**src/core/mbs_pkg.sv**
```systemverilog
/*
 * mbs_pkg: constants, types and the byte-wise crc step for the serial slave
 * command block. assumes one system clock and a synchronous active-high reset.
 */
`default_nettype none
package mbs_pkg;
	// ------------------------------------------------------------
	// crc and framing
	// ------------------------------------------------------------
	localparam logic [15:0] CRC_INIT = 16'hFFFF; // register preset per message
	localparam logic [15:0] CRC_POLY = 16'hA001; // reflected polynomial
	localparam logic [3:0] REQ_LEN = 4'h8; // every accepted request is 8 bytes
	localparam int FIFO_W = 8; // response fifo width
	localparam int FIFO_D = 8; // response fifo depth
	// ------------------------------------------------------------
	// command codes and exception codes
	// ------------------------------------------------------------
	localparam logic [7:0] CMD_READ = 8'h03;
	localparam logic [7:0] CMD_WRITE = 8'h06;
	localparam logic [7:0] CMD_WRITE_RAM = 8'h07;
	localparam logic [7:0] EXC_FLAG = 8'h80;
	localparam logic [7:0] EXC_FUNC = 8'h01; // unknown command
	localparam logic [7:0] EXC_ADDR = 8'h02; // invalid or refused address
	localparam logic [7:0] EXC_VALUE = 8'h03; // value out of range
	localparam logic [7:0] EXC_LOCK = 8'h04; // write locked by attribute
	localparam logic [7:0] BCAST_ADDR = 8'h00;
	// ------------------------------------------------------------
	// address map
	// ------------------------------------------------------------
	localparam logic [15:0] RUN_CONTROL_COMMAND = 16'h2000; // write only
	localparam logic [15:0] FREQ_REF_ADDR = 16'h1000; // link frequency reference
	localparam logic [7:0] FACTORY_PARAM_GROUP = 8'hFF;
	localparam logic [3:0] MAIN_NIB = 4'hF;
	localparam logic [3:0] EXT_NIB = 4'hA;
	localparam logic [3:0] MON_NIB = 4'h7;
	localparam logic [3:0] MAIN_ALIAS_NIB = 4'h0;
	localparam logic [3:0] EXT_ALIAS_NIB = 4'h4;
	localparam logic [3:0] EXT_LAST_GRP = 4'hC; // extended groups end at AC
	localparam logic [3:0] MAIN_RAM_NIB = 4'h0;
	localparam logic [3:0] EXT_RAM_NIB = 4'h4;
	localparam logic [2:0] RUN_FIRST = 3'h1; // forward run
	localparam logic [2:0] RUN_LAST = 3'h7; // fault reset
	localparam logic signed [15:0] PCT_MAX = 16'sh2710; // +100.00 percent
	localparam logic signed [15:0] PCT_MIN = -16'sh2710; // -100.00 percent
	localparam logic signed [32:0] PCT_SCALE = 33'sh0_0000_2710;
	// ------------------------------------------------------------
	// state types
	// ------------------------------------------------------------
	typedef enum logic [2:0] {
		MBS_RX = 3'b000,
		MBS_CHK = 3'b001,
		MBS_ATTR = 3'b010,
		MBS_ACC = 3'b011,
		MBS_RESP = 3'b100
	} mbs_state_t;
	typedef struct packed {
		mbs_state_t st;
		logic [7:0][7:0] fr; // received request bytes
		logic [3:0] cnt;
		logic ovf;
		logic [15:0] crc;
		logic [5:0][7:0] rsp; // response body before crc
		logic [2:0] rlen;
		logic [2:0] ridx;
		logic [1:0] cphase; // 0 body, 1 crc low, 2 crc high
		logic bcast;
		logic par_req;
		logic par_we;
		logic ram_only;
		logic [15:0] ram_addr;
		logic [15:0] wdata;
		logic [7:0] grp;
		logic [7:0] idx;
		logic [2:0] run_cmd;
		logic run_stb;
		logic [15:0] freq_ref;
		logic freq_stb;
		logic frame_err;
	} mbs_slave_state_t;
	typedef struct packed {
		logic [FIFO_D-1:0][FIFO_W-1:0] mem;
		logic [2:0] wp;
		logic [2:0] rp;
		logic [3:0] cnt;
	} mbs_fifo_state_t;
	function automatic logic [15:0] mbs_crc_byte(input logic [15:0] c, input logic [7:0] b);
		logic [15:0] r;
		r = c ^ {8'h00, b};
		for (int i = 0; i < 8; i++) begin
			r = r[0] ? ((r >> 1) ^ CRC_POLY) : (r >> 1);
		end
		return r;
	endfunction : mbs_crc_byte
endpackage : mbs_pkg
`default_nettype wire

```
**src/core/mbs_slave.sv**
```systemverilog
/*
 * mbs_slave: slave command interpreter with response fifo.
 * assumes a byte receiver that strobes data bits only and flags the
 * 3.5 character silence, a byte transmitter draining the fifo, and a
 * parameter store answering requests and per-parameter attributes.
 */
// Behaviour
// - each message carries a sixteen-bit crc
// - check received crc, append crc to replies
// - crc register starts at FFFF per message
// - only eight data bits enter crc
// - xor byte, eight right shifts with polynomial A001
// - final register value is the crc
// - crc low byte sent before high byte
// - high byte selects group, low byte index
// - factory factory_param_group refused entirely
// - monitor group read only
// - run-locked and never-writable parameters refuse writes
// - F0-FE and A0-AC map to ram
// - alias high bytes write ram only
// - reading an alias address is an error
// - command 07 writes ram only
// - percent values signed, 10000 is 100 percent
// - frequency reference scales max frequency
// - command word codes one to seven
// - word read 03, write 06 and ram write 07 only
// - silence of 3.5 characters ends message
// - own address answers, broadcast acts silently
`timescale 1ns/1ns
`default_nettype none

// ------------------------------------------------------------
// response fifo
// ------------------------------------------------------------
module mbs_fifo #(
	parameter int W = 8,
	parameter int D = 8
) (
	input wire logic clock_i,
	input wire logic rst_i,
	input wire logic in_valid_i,
	output logic in_ready_o,
	input wire logic [W-1:0] in_data_i,
	output logic out_valid_o,
	input wire logic out_ready_i,
	output logic [W-1:0] out_data_o
);
	mbs_pkg::mbs_fifo_state_t s_r, s_nxt; // whole fifo state
	logic push, pop;
	assign in_ready_o = (s_r.cnt != 4'(D)); // full blocks the producer
	assign out_valid_o = (s_r.cnt != 4'h0);
	assign out_data_o = s_r.mem[s_r.rp];
	assign push = in_valid_i && in_ready_o;
	assign pop = out_valid_o && out_ready_i;
	// pointer and count update
	always_comb begin
		s_nxt = s_r;
		if (push) begin
			s_nxt.mem[s_r.wp] = in_data_i;
			s_nxt.wp = s_r.wp + 3'h1;
		end
		if (pop) begin
			s_nxt.rp = s_r.rp + 3'h1;
		end
		s_nxt.cnt = s_r.cnt + (push ? 4'h1 : 4'h0) - (pop ? 4'h1 : 4'h0);
	end
	always_ff @(posedge clock_i) begin
		if (rst_i) begin
			s_r <= '0;
		end else begin
			s_r <= s_nxt;
		end
	end
endmodule : mbs_fifo

// ------------------------------------------------------------
// slave top
// ------------------------------------------------------------
module mbs_slave (
	input wire logic clock_i,
	input wire logic rst_i,
	input wire logic [7:0] my_addr_i, // own station address
	input wire logic [7:0] rx_byte_i, // data bits only
	input wire logic rx_valid_i,
	input wire logic rx_gap_i, // silence of 3.5 characters seen
	output logic [7:0] tx_data_o,
	output logic tx_valid_o,
	input wire logic tx_ready_i,
	output logic par_req_o, // level until par_ack_i
	output logic par_we_o,
	output logic par_ram_only_o, // skip eeprom storage
	output logic [7:0] par_group_o,
	output logic [7:0] par_index_o,
	output logic [15:0] par_ram_addr_o,
	output logic [15:0] par_wdata_o,
	input wire logic par_ack_i,
	input wire logic [15:0] par_rdata_i,
	input wire logic par_lock_run_i, // attribute of addressed parameter
	input wire logic par_lock_never_i,
	input wire logic drive_running_i,
	input wire logic [15:0] max_frequency_param_i,
	output logic [2:0] run_cmd_o,
	output logic run_cmd_stb_o,
	output logic [15:0] freq_ref_o,
	output logic freq_ref_stb_o,
	output logic frame_err_o
);
	mbs_pkg::mbs_slave_state_t s_r, s_nxt; // whole block state
	logic push_valid, push_ready; // producer side of the fifo
	logic [7:0] push_data;
	logic [7:0] cmd, hi, lo; // request fields
	logic [15:0] val;
	logic rd, wr, is_main, is_ext, is_mon, is_amain, is_aext;
	logic signed [32:0] prod;
	assign cmd = s_r.fr[1];
	assign hi = s_r.fr[2];
	assign lo = s_r.fr[3];
	assign val = {s_r.fr[4], s_r.fr[5]};
	assign rd = (cmd == mbs_pkg::CMD_READ);
	assign wr = (cmd == mbs_pkg::CMD_WRITE) || (cmd == mbs_pkg::CMD_WRITE_RAM);
	assign is_main = (hi[7:4] == mbs_pkg::MAIN_NIB) && (hi != mbs_pkg::FACTORY_PARAM_GROUP);
	assign is_ext = (hi[7:4] == mbs_pkg::EXT_NIB) && (hi[3:0] <= mbs_pkg::EXT_LAST_GRP);
	assign is_mon = (hi[7:4] == mbs_pkg::MON_NIB);
	assign is_amain = (hi[7:4] == mbs_pkg::MAIN_ALIAS_NIB) && ({mbs_pkg::MAIN_NIB, hi[3:0]} != mbs_pkg::FACTORY_PARAM_GROUP);
	assign is_aext = (hi[7:4] == mbs_pkg::EXT_ALIAS_NIB) && (hi[3:0] <= mbs_pkg::EXT_LAST_GRP);
	// reference as a share of maximum frequency
	assign prod = 33'($signed(val)) * $signed({17'h00000, max_frequency_param_i});

	// outputs from state flops
	assign par_req_o = s_r.par_req;
	assign par_we_o = s_r.par_we;
	assign par_ram_only_o = s_r.ram_only;
	assign par_group_o = s_r.grp;
	assign par_index_o = s_r.idx;
	assign par_ram_addr_o = s_r.ram_addr;
	assign par_wdata_o = s_r.wdata;
	assign run_cmd_o = s_r.run_cmd;
	assign run_cmd_stb_o = s_r.run_stb;
	assign freq_ref_o = s_r.freq_ref;
	assign freq_ref_stb_o = s_r.freq_stb;
	assign frame_err_o = s_r.frame_err;

	// response byte offered to the fifo
	always_comb begin
		push_valid = (s_r.st == mbs_pkg::MBS_RESP);
		case (s_r.cphase)
			2'h0: push_data = s_r.rsp[s_r.ridx];
			2'h1: push_data = s_r.crc[7:0];
			default: push_data = s_r.crc[15:8];
		endcase
	end

	// main sequencer
	always_comb begin
		s_nxt = s_r;
		s_nxt.run_stb = 1'b0;
		s_nxt.freq_stb = 1'b0;
		s_nxt.frame_err = 1'b0;
		case (s_r.st)
			mbs_pkg::MBS_RX: begin
				if (rx_valid_i) begin
					if (s_r.cnt < mbs_pkg::REQ_LEN) begin
						s_nxt.fr[s_r.cnt[2:0]] = rx_byte_i;
						s_nxt.crc = mbs_pkg::mbs_crc_byte(s_r.crc, rx_byte_i);
						s_nxt.cnt = s_r.cnt + 4'h1;
					end else begin
						s_nxt.ovf = 1'b1; // too long, drop at the gap
					end
				end else if (rx_gap_i && (s_r.cnt != 4'h0)) begin
					s_nxt.st = mbs_pkg::MBS_CHK;
				end
			end
			mbs_pkg::MBS_CHK: begin
				s_nxt.st = mbs_pkg::MBS_RX;
				s_nxt.cnt = 4'h0;
				s_nxt.ovf = 1'b0;
				s_nxt.crc = mbs_pkg::CRC_INIT;
				s_nxt.bcast = (s_r.fr[0] == mbs_pkg::BCAST_ADDR);
				s_nxt.rsp = {16'h0000, 8'h00, mbs_pkg::EXC_ADDR, cmd | mbs_pkg::EXC_FLAG, s_r.fr[0]};
				s_nxt.rlen = 3'h3;
				// residue over data plus check field is zero
				if (s_r.ovf || (s_r.cnt != mbs_pkg::REQ_LEN) || (s_r.crc != 16'h0000)) begin
					s_nxt.frame_err = 1'b1; // corrupt frames get no answer
				end else if ((s_r.fr[0] != my_addr_i) && (s_r.fr[0] != mbs_pkg::BCAST_ADDR)) begin
					s_nxt.st = mbs_pkg::MBS_RX;
				end else begin
					s_nxt.st = mbs_pkg::MBS_RESP; // default: echo answer
					s_nxt.rsp[5:4] = {val[7:0], val[15:8]};
					s_nxt.rsp[1] = cmd;
					s_nxt.rsp[2] = hi;
					s_nxt.rsp[3] = lo;
					s_nxt.rlen = 3'h6; // echo of a write
					if (!rd && !wr) begin
						s_nxt.rsp[1] = cmd | mbs_pkg::EXC_FLAG;
						s_nxt.rsp[2] = mbs_pkg::EXC_FUNC;
						s_nxt.rlen = 3'h3;
					end else if ({hi, lo} == mbs_pkg::RUN_CONTROL_COMMAND) begin
						// command word, codes one to seven
						if (wr && (val[15:3] == 13'h0000) && (val[2:0] >= mbs_pkg::RUN_FIRST)
							&& (val[2:0] <= mbs_pkg::RUN_LAST)) begin
							s_nxt.run_cmd = val[2:0];
							s_nxt.run_stb = 1'b1;
						end else begin
							s_nxt.rsp[1] = cmd | mbs_pkg::EXC_FLAG;
							s_nxt.rsp[2] = wr ? mbs_pkg::EXC_VALUE : mbs_pkg::EXC_ADDR;
							s_nxt.rlen = 3'h3;
						end
					end else if ({hi, lo} == mbs_pkg::FREQ_REF_ADDR) begin
						// signed percent within plus and minus 100.00
						if (wr && ($signed(val) <= mbs_pkg::PCT_MAX) && ($signed(val) >= mbs_pkg::PCT_MIN)) begin
							s_nxt.freq_ref = 16'(prod / mbs_pkg::PCT_SCALE);
							s_nxt.freq_stb = 1'b1;
						end else begin
							s_nxt.rsp[1] = cmd | mbs_pkg::EXC_FLAG;
							s_nxt.rsp[2] = wr ? mbs_pkg::EXC_VALUE : mbs_pkg::EXC_ADDR;
							s_nxt.rlen = 3'h3;
						end
					// factory group and unknown groups refused
					// alias read is an invalid address
					end else if ((is_main || is_ext || (is_mon && rd) || ((is_amain || is_aext) && wr))) begin
						s_nxt.st = mbs_pkg::MBS_ATTR;
						s_nxt.par_we = wr;
						s_nxt.ram_only = is_amain || is_aext || (cmd == mbs_pkg::CMD_WRITE_RAM);
						s_nxt.grp = is_amain ? {mbs_pkg::MAIN_NIB, hi[3:0]}
							: (is_aext ? {mbs_pkg::EXT_NIB, hi[3:0]} : hi);
						s_nxt.idx = lo;
						s_nxt.wdata = val;
						s_nxt.ram_addr = (is_main || is_amain) ? {mbs_pkg::MAIN_RAM_NIB, hi[3:0], lo}
							: ((is_ext || is_aext) ? {mbs_pkg::EXT_RAM_NIB, hi[3:0], lo} : {hi, lo});
					end else begin
						s_nxt.rsp[1] = cmd | mbs_pkg::EXC_FLAG;
						s_nxt.rsp[2] = mbs_pkg::EXC_ADDR;
						s_nxt.rlen = 3'h3;
					end
					if (s_r.fr[0] == mbs_pkg::BCAST_ADDR) begin
						s_nxt.st = (s_nxt.st == mbs_pkg::MBS_ATTR) ? mbs_pkg::MBS_ATTR : mbs_pkg::MBS_RX;
					end
				end
			end
			mbs_pkg::MBS_ATTR: begin
				// attributes answer to the address shown in this same cycle
				// lock attributes refuse writes
				if (s_r.par_we && (par_lock_never_i || (par_lock_run_i && drive_running_i))) begin
					s_nxt.rsp[1] = cmd | mbs_pkg::EXC_FLAG;
					s_nxt.rsp[2] = mbs_pkg::EXC_LOCK;
					s_nxt.rlen = 3'h3;
					s_nxt.st = s_r.bcast ? mbs_pkg::MBS_RX : mbs_pkg::MBS_RESP;
				end else begin
					s_nxt.par_req = 1'b1;
					s_nxt.st = mbs_pkg::MBS_ACC;
				end
			end
			mbs_pkg::MBS_ACC: begin
				if (par_ack_i) begin
					s_nxt.par_req = 1'b0;
					s_nxt.st = s_r.bcast ? mbs_pkg::MBS_RX : mbs_pkg::MBS_RESP;
					if (!s_r.par_we) begin
						s_nxt.rsp[2] = 8'h02; // byte count of one word
						s_nxt.rsp[3] = par_rdata_i[15:8];
						s_nxt.rsp[4] = par_rdata_i[7:0];
						s_nxt.rlen = 3'h5;
					end
				end
			end
			mbs_pkg::MBS_RESP: begin
				// a full fifo stalls the reply here
				if (push_ready) begin
					if (s_r.cphase == 2'h0) begin
						s_nxt.crc = mbs_pkg::mbs_crc_byte(s_r.crc, push_data);
						s_nxt.ridx = s_r.ridx + 3'h1;
						s_nxt.cphase = (s_r.ridx + 3'h1 == s_r.rlen) ? 2'h1 : 2'h0;
					end else if (s_r.cphase == 2'h1) begin
						s_nxt.cphase = 2'h2;
					end else begin
						s_nxt.st = mbs_pkg::MBS_RX;
						s_nxt.cphase = 2'h0;
						s_nxt.ridx = 3'h0;
						s_nxt.crc = mbs_pkg::CRC_INIT;
					end
				end
			end
			default: s_nxt.st = mbs_pkg::MBS_RX;
		endcase
	end

	always_ff @(posedge clock_i) begin
		if (rst_i) begin
			s_r <= '0;
			s_r.st <= mbs_pkg::MBS_RX;
			s_r.crc <= mbs_pkg::CRC_INIT;
		end else begin
			s_r <= s_nxt;
		end
	end

	// reply path, the transmitter may stall it
	mbs_fifo #(
		.W(mbs_pkg::FIFO_W),
		.D(mbs_pkg::FIFO_D)
	) u_fifo (
		.clock_i(clock_i),
		.rst_i(rst_i),
		.in_valid_i(push_valid),
		.in_ready_o(push_ready),
		.in_data_i(push_data),
		.out_valid_o(tx_valid_o),
		.out_ready_i(tx_ready_i),
		.out_data_o(tx_data_o)
	);

	// ------------------------------------------------------------
	// checks
	// ------------------------------------------------------------
	property p_crc_init;
		@(posedge clock_i) disable iff (rst_i) (s_r.st != mbs_pkg::MBS_RX) ##1 (s_r.st == mbs_pkg::MBS_RX)
			|-> (s_r.crc == 16'hFFFF) && (s_r.cnt == 4'h0);
	endproperty
	a_crc_init: assert property (p_crc_init) else $error("crc not preset");
	property p_crc_step;
		@(posedge clock_i) disable iff (rst_i) (s_r.st == mbs_pkg::MBS_RX) && rx_valid_i && (s_r.cnt < 4'h8)
			|=> s_r.crc == mbs_pkg::mbs_crc_byte($past(s_r.crc), $past(rx_byte_i));
	endproperty
	a_crc_step: assert property (p_crc_step) else $error("crc step wrong");
	property p_factory;
		@(posedge clock_i) disable iff (rst_i) par_req_o |-> par_group_o != 8'hFF;
	endproperty
	a_factory: assert property (p_factory) else $error("factory group accessed");
	property p_monitor;
		@(posedge clock_i) disable iff (rst_i) par_req_o && par_we_o |-> par_group_o[7:4] != 4'h7;
	endproperty
	a_monitor: assert property (p_monitor) else $error("monitor write");
	property p_lock;
		@(posedge clock_i) disable iff (rst_i) (s_r.st == mbs_pkg::MBS_ATTR) && s_r.par_we && par_lock_never_i
			|=> !par_req_o [*2];
	endproperty
	a_lock: assert property (p_lock) else $error("locked write issued");
	property p_map;
		@(posedge clock_i) disable iff (rst_i) par_req_o && (par_group_o[7:4] == 4'hF)
			|-> par_ram_addr_o == {4'h0, par_group_o[3:0], par_index_o};
	endproperty
	a_map: assert property (p_map) else $error("main group ram address");
	property p_alias;
		@(posedge clock_i) disable iff (rst_i) par_req_o && par_ram_only_o |-> par_we_o;
	endproperty
	a_alias: assert property (p_alias) else $error("ram only read");
	property p_bcast;
		@(posedge clock_i) disable iff (rst_i) push_valid |-> !s_r.bcast;
	endproperty
	a_bcast: assert property (p_bcast) else $error("broadcast answered");
	property p_run;
		@(posedge clock_i) disable iff (rst_i) run_cmd_stb_o |-> (run_cmd_o != 3'h0) ##1 !run_cmd_stb_o;
	endproperty
	a_run: assert property (p_run) else $error("bad run command");
endmodule : mbs_slave
`default_nettype wire

```
**config.mk**
```make
export PLATFORM = sky130hd
export DESIGN_NAME = mbs_slave
export DESIGN_NICKNAME = d
export VERILOG_FILES = /design/src/core/mbs_pkg.sv /design/src/core/mbs_slave.sv
export SDC_FILE = /design/constraint.sdc
export NUM_CORES = 2
export LEC_CHECK = 0
export ABC_AREA = 1
export BUFFER_PORTS_ARGS = -buffer_cell sky130_fd_sc_hd__buf_4
export CAP_MARGIN = 20
export CORE_AREA = 5 5 262 264
export CTS_BUF_LIST = sky130_fd_sc_hd__clkbuf_4
export CTS_CLUSTER_DIAMETER = 200
export CTS_CLUSTER_SIZE = 8
export DETAILED_ROUTE_END_ITERATION = 8
export DIE_AREA = 0 0 267 269
export PLACE_DENSITY = 0.71
export SYNTH_ARGS = -nofsm -noshare
export SYNTH_HDL_FRONTEND = slang
export SYNTH_HIERARCHICAL = 1
export SYNTH_SLANG_ARGS = --single-unit
```
**constraint.sdc**
```tcl
create_clock -name clock_i -period 23 [get_ports clock_i]
set_clock_uncertainty 0.1 [all_clocks]
set_input_delay 5.75 -clock clock_i [delete_from_list [all_inputs] [get_ports clock_i]]
set_output_delay 5.75 -clock clock_i [all_outputs]
set_load 0.02 [all_outputs]
```
* Yosys cells after proc, flatten, opt, wreduce, memory -nomap -nowiden
Cells that the tools add are included.
** Operators by class
- Add/subtract/negate cells :: 6
- $mul :: 1
- Div/mod/pow operators :: 1
- Order comparisons :: 12
- Eq/ne operators :: 35
- Muxes and demuxes :: 98
- Bitwise gates (word level) :: 24
- Reduce and logical (&&, ||, !) cells :: 65
** Operators with widths (count)
- $mux W16 :: 29
- $bwmux W64 :: 2
- $mux W3 :: 29
- $mux W40 :: 2
- $bmux W8 S3 :: 2
- $demux W8 S3 :: 2
- $mux W24 :: 2
- $mux W8 :: 6
- $not A2 Y3 :: 16
- $pmux W16 S3 :: 1
- $div A33 B15 Y33 const B :: 1
- $mul A16 B17 Y33 :: 1
- $pmux W16 S2 :: 1
- $pmux W8 S2 :: 2
- $xor A16 B8 Y16 :: 2
- $ne A2 B2 Y1 const B :: 13
- $pmux W8 S3 :: 1
- $mux W21 :: 1
- $logic_and A1 B1 Y1 :: 20
- $reduce_and A3 Y1 :: 6
- $eq A16 B13 Y1 const B :: 1
- $eq A16 B14 Y1 const B :: 1
- $eq A8 B3 Y1 const B :: 2
- $ge A16 B15 Y1 const B :: 1
- 51 further kinds :: 98
** Word-level totals
- Bits in registers :: 292
- Word-level logic and storage cells :: 287

* Depth between registers and ports, before layout
- Word-level depth :: 23
- Mapped depth :: 179
- Mapped depth without buffers :: 174

* Hierarchy
The synthesis kept the hierarchy.
** By module, submodules not included
- mbs_slave :: times used 1, cells an instance 4357, area each 28656.2 µm², sequential area each 3803.6 µm²
- mbs_fifo :: times used 1, cells an instance 607, area each 3872.5 µm², sequential area each 1481.4 µm²

* Worst setup path after synthesis
Ideal clock, no wire load.
- Path kind :: input-to-reg
- Start :: input port max_frequency_param_i[5]
- End :: register s_r (netlist bit freq_ref_o[14])
- Arrival :: 24.374 ns
- Required time :: 22.785 ns
- Setup slack :: -1.589 ns
- Stages on the path :: 153
- Cell sequence :: clkbuf_1 -> clkbuf_1 -> nand2_1 -> fa_1 -> inv_1 -> fa_1 -> inv_1 -> fa_1 -> inv_1 -> fa_1 -> fa_1 -> inv_1 -> fa_1 -> inv_1 -> ha_1 -> nand2_2 -> inv_1 -> nand2_1 -> [117 not listed] -> nand3_4 -> nand2_4 -> nand2_1 -> nand2_2 -> nor2_2 -> nor2_2 -> nor2_2 -> nand2_2 -> nor2_4 -> ha_1 -> nand3_1 -> o21ai_0 -> nand3_1 -> a21oi_1 -> nand2_1 -> xor2_1 -> o21ai_0 -> inv_1
** Between the ends
- Cells in the longest elaborated chain, start to end :: 2
** RTL lines
- from (decl) :: line mbs_slave.sv:101 : input wire logic [15:0] max_frequency_param_i,
- $mul A16 B17 Y33 :: line mbs_slave.sv:127 : assign prod = 33'($signed(val)) * $signed({17'h00000, max_frequency_param_i});
- $div A33 B15 Y33 :: line mbs_slave.sv:211 : s_nxt.freq_ref = 16'(prod / mbs_pkg::PCT_SCALE);
- to (signal assigned) :: line mbs_slave.sv:292 : s_r <= s_nxt;
- to (decl) :: line mbs_slave.sv:108 : mbs_pkg::mbs_slave_state_t s_r, s_nxt;
Every way passes these cells.
A chain may end at the register's enable or synchronous reset.

* Worst setup path after layout
- Start :: input port max_frequency_param_i[4]
- End :: register s_r (netlist bit freq_ref_o[8])
The elaborated chain is that of the path after synthesis.

==> flow_metrics.py <==
metrics = {
    "outcome": {
        "status": "finished, violations left",
        "failed_checks": "setup timing",
    },
    "cts": {
        "cts_tree": "built",
        "clock_latency_ps": 720,
        "clock_sinks": 264,
        "ctsHtreeMaxLevel": 2,
        "cts.hold.buffers_added": 0,
        "cts-root-buf": "clkbuf_4",
        "clockBufferDepth": 3,
        "cts_buffers": 38,
        "path_clk_slew_ps": 90,
    },
    "setup_path": {
        "worst-path-max-fanout": 8,
        "startpoint": "max_frequency_param_i[4]",
        "rr_worst_depth": 163,
        "rrSetupSlack_ps": 2200,
        "critical_path_class": "in2reg",
        "cp_top_family": "simple AND/OR/NAND/NOR gates",
        "timing.critical_path.buf_inv": 30,
        "cpPeakStageDelay_ps": 560,
        "cp.required_ps": 23490,
        "cp-start-kind": "input pin",
        "worstPathArrival_ps": 25130,
        "cp-end-kind": "flip-flop",
        "crit_cells": 165,
        "r2r-end": "freq_ref_o[8]",
        "slowest_stage": "fa_1",
        "r2r-start": "s_r[190]",
        "cp_common_cell": "nand2_4",
    },
    "final_layout": {
        "fin_util": 0.647,
        "final_cell_mix": "nand2_1 (956), buf_4 (767), inv_1 (746)",
        "final_common_cell": "nand2_1",
        "layout.nets": 6025,
        "final_layout_size_suffix_gt1_frac": 0.350,
        "syn_to_final_growth_pct": 32.0,
    },
    "global_routing": {
        "overflow": 0,
        "grt_pass1_wl_mm": 157,
        "grt_start_max_net_pins": 87,
        "antenna_found_initial": 3,
        "track_usage": 0.259,
        "grt_pass1_vias": 32749,
    },
    "sta": {
        "fin_crit_ps": 24630,
        "setup_viol": 16,
        "fmax_mhz": 40.6,
        "drv_slew": 0,
        "timing.final.ws_setup_ps": -1630,
        "hold_viol_final": 0,
        "hold_ws_ps": 355,
        "slew_headroom": 0.275,
        "min_period_over_period": 1.07,
        "tightest_slew_ps": 1080,
        "tns_ps": -23110,
        "rsz0062_at_grt": "true",
    },
    "yosys": {
        "synth.lib_cells_used.distinct": 69,
        "postSynth.asyncResetShare": 0,
        "syn_area_sq_um": 32500,
        "ys_ff_latch": 264,
        "synth_seq_area_share": 0.162,
        "yosys_warnings": 6,
        "synth-edff-count": 0,
        "synth_nets": 5351,
        "netlist_instances": 4964,
        "syn_area_per_cell_sq_um": 6.55,
        "ys.flop_type": "dfxtp_1",
    },
    "floorplanning": {
        "core-area_sq_um": 66300,
        "rows": 95,
        "die-area_sq_um": 71800,
        "initial_utilization": 0.490,
        "dieHeight_um": 269,
        "die_w_um": 267,
        "ioPinCount": 139,
    },
    "worst_hold_path": {
        "hold_class": "reg2reg",
        "min_to": "s_r[146]",
        "min_path_cells": 2,
        "hold_start": "s_r[146]",
    },
    "routing": {
        "viasPerCell": 5.23,
        "drt-total-wl_mm": 101,
        "drt_iter0_drc": 2432,
        "avgRoutedWirePerCell_um": 15.5,
        "ant_nets": 0,
        "first_pass_iters": 6,
        "drcViolationCount": 0,
        "num_vias": 34063,
    },
    "flow_run": {
        "maxCapViolations": 0,
    },
    "placed_design": {
        "port_buffers": 138,
        "dp_slack_ps": -2170,
        "dp_hpwl_mm": 73.2,
        "place_congestion": 0.934,
    },
}
flip-flops by register name (all words and copies together) (netlist names), 3 cells and up:
name            flops
freq_ref_o         16
par_ram_addr_o     16
hi                  8
s_r               105
par_wdata_o        16
u_fifo/s_r         74
cmd                 8
run_cmd_o           3
par_group_o         4
lo                  8
cell type report:
class | count | area (sq um)
multi-input combinational | 3592 | 26000
fill | 5598 | 23400
timing repair buffer | 849 | 6850
sequential | 264 | 5290
inverter | 893 | 3430
tap | 873 | 1090
clock buffer | 38 | 285
clock inverter | 2 | 37.5
antenna | 1 | 2.50
cells in the mapped netlist (all sizes together), types with 4 or more instances:
master,number,area [sq um]
a211oi,5,37.5
a21oi,196,1060
a31oi,9,56.3
buf,104,836
clkbuf,124,485
clkinv,31,144
dfxtp,264,5290
fa,195,3900
ha,135,1690
inv,862,3240
nand2,1444,6720
nand3,366,2140
nand3b,11,86.3
nand4,93,609
nor2,599,2720
nor3,26,135
nor4,21,144
o211ai,35,263
o21ai,235,1220
o21bai,11,86.3
o221ai,9,78.8
o22ai,24,150
o31ai,5,37.5
o41ai,4,35.0
or2,13,81.3
xnor2,35,307
xor2,96,871
worst max-delay path by stage:
stage | end | slack [ps]
6_report | freq_ref_o[8] | -1630
5_1_grt | freq_ref_o[8] | -2670
4_1_cts | freq_ref_o[14] | -680
3_5_place_dp | freq_ref_o[14] | -2170
3_3_place_gp | freq_ref_o[14] | -1760
2_1_floorplan | freq_ref_o[14] | -690
tightest hold or removal path: cells and delay by family, from the launching register on:
family / cells / cell delay, ps
DFF: 1 / 320
buffers and inverters: 1 / 50
AOI/OAI and AO/OA: 1 / 50
logic make-up (layout without fill, tap and decap cells):
family,after synthesis,after routing,synth area share
compound gates,541,541,0.0951
fa+ha+maj,330,330,0.172
buf+inv,1121,1782,0.145
xor+xnor,131,131,0.0362
other cells,0,1,0
simple gates,2577,2590,0.390
flops,264,264,0.162
per-stage QoR:
stage | area [sq um] | instances
after floorplan | 33400 | 4964
after global placement | 38400 | 6316
after global routing | 42900 | 6512
final | 42900 | 6512
after detailed placement | 38400 | 6316
after CTS | 40400 | 6418
routing by layer:
metal	vias up	global-route usage	part of all wire
met3	287	0.0296	0.053
met5	-	0	0.00026
li1	16717	-	-
met4	4	0.0962	0.040
met2	1030	0.462	0.50
met1	16025	0.323	0.40
what timing repair did:
item                       CTS  global route
pin swaps                  101           297
hold endpoints to repair     0             0
resized for setup          241           468
cloned                      11             3
setup endpoints to repair   16            16
buffers inserted            51            92
Power is left out: the tool's default activity adds up to more than one toggle a clock period on the data nets, which glitch-free logic cannot reach.
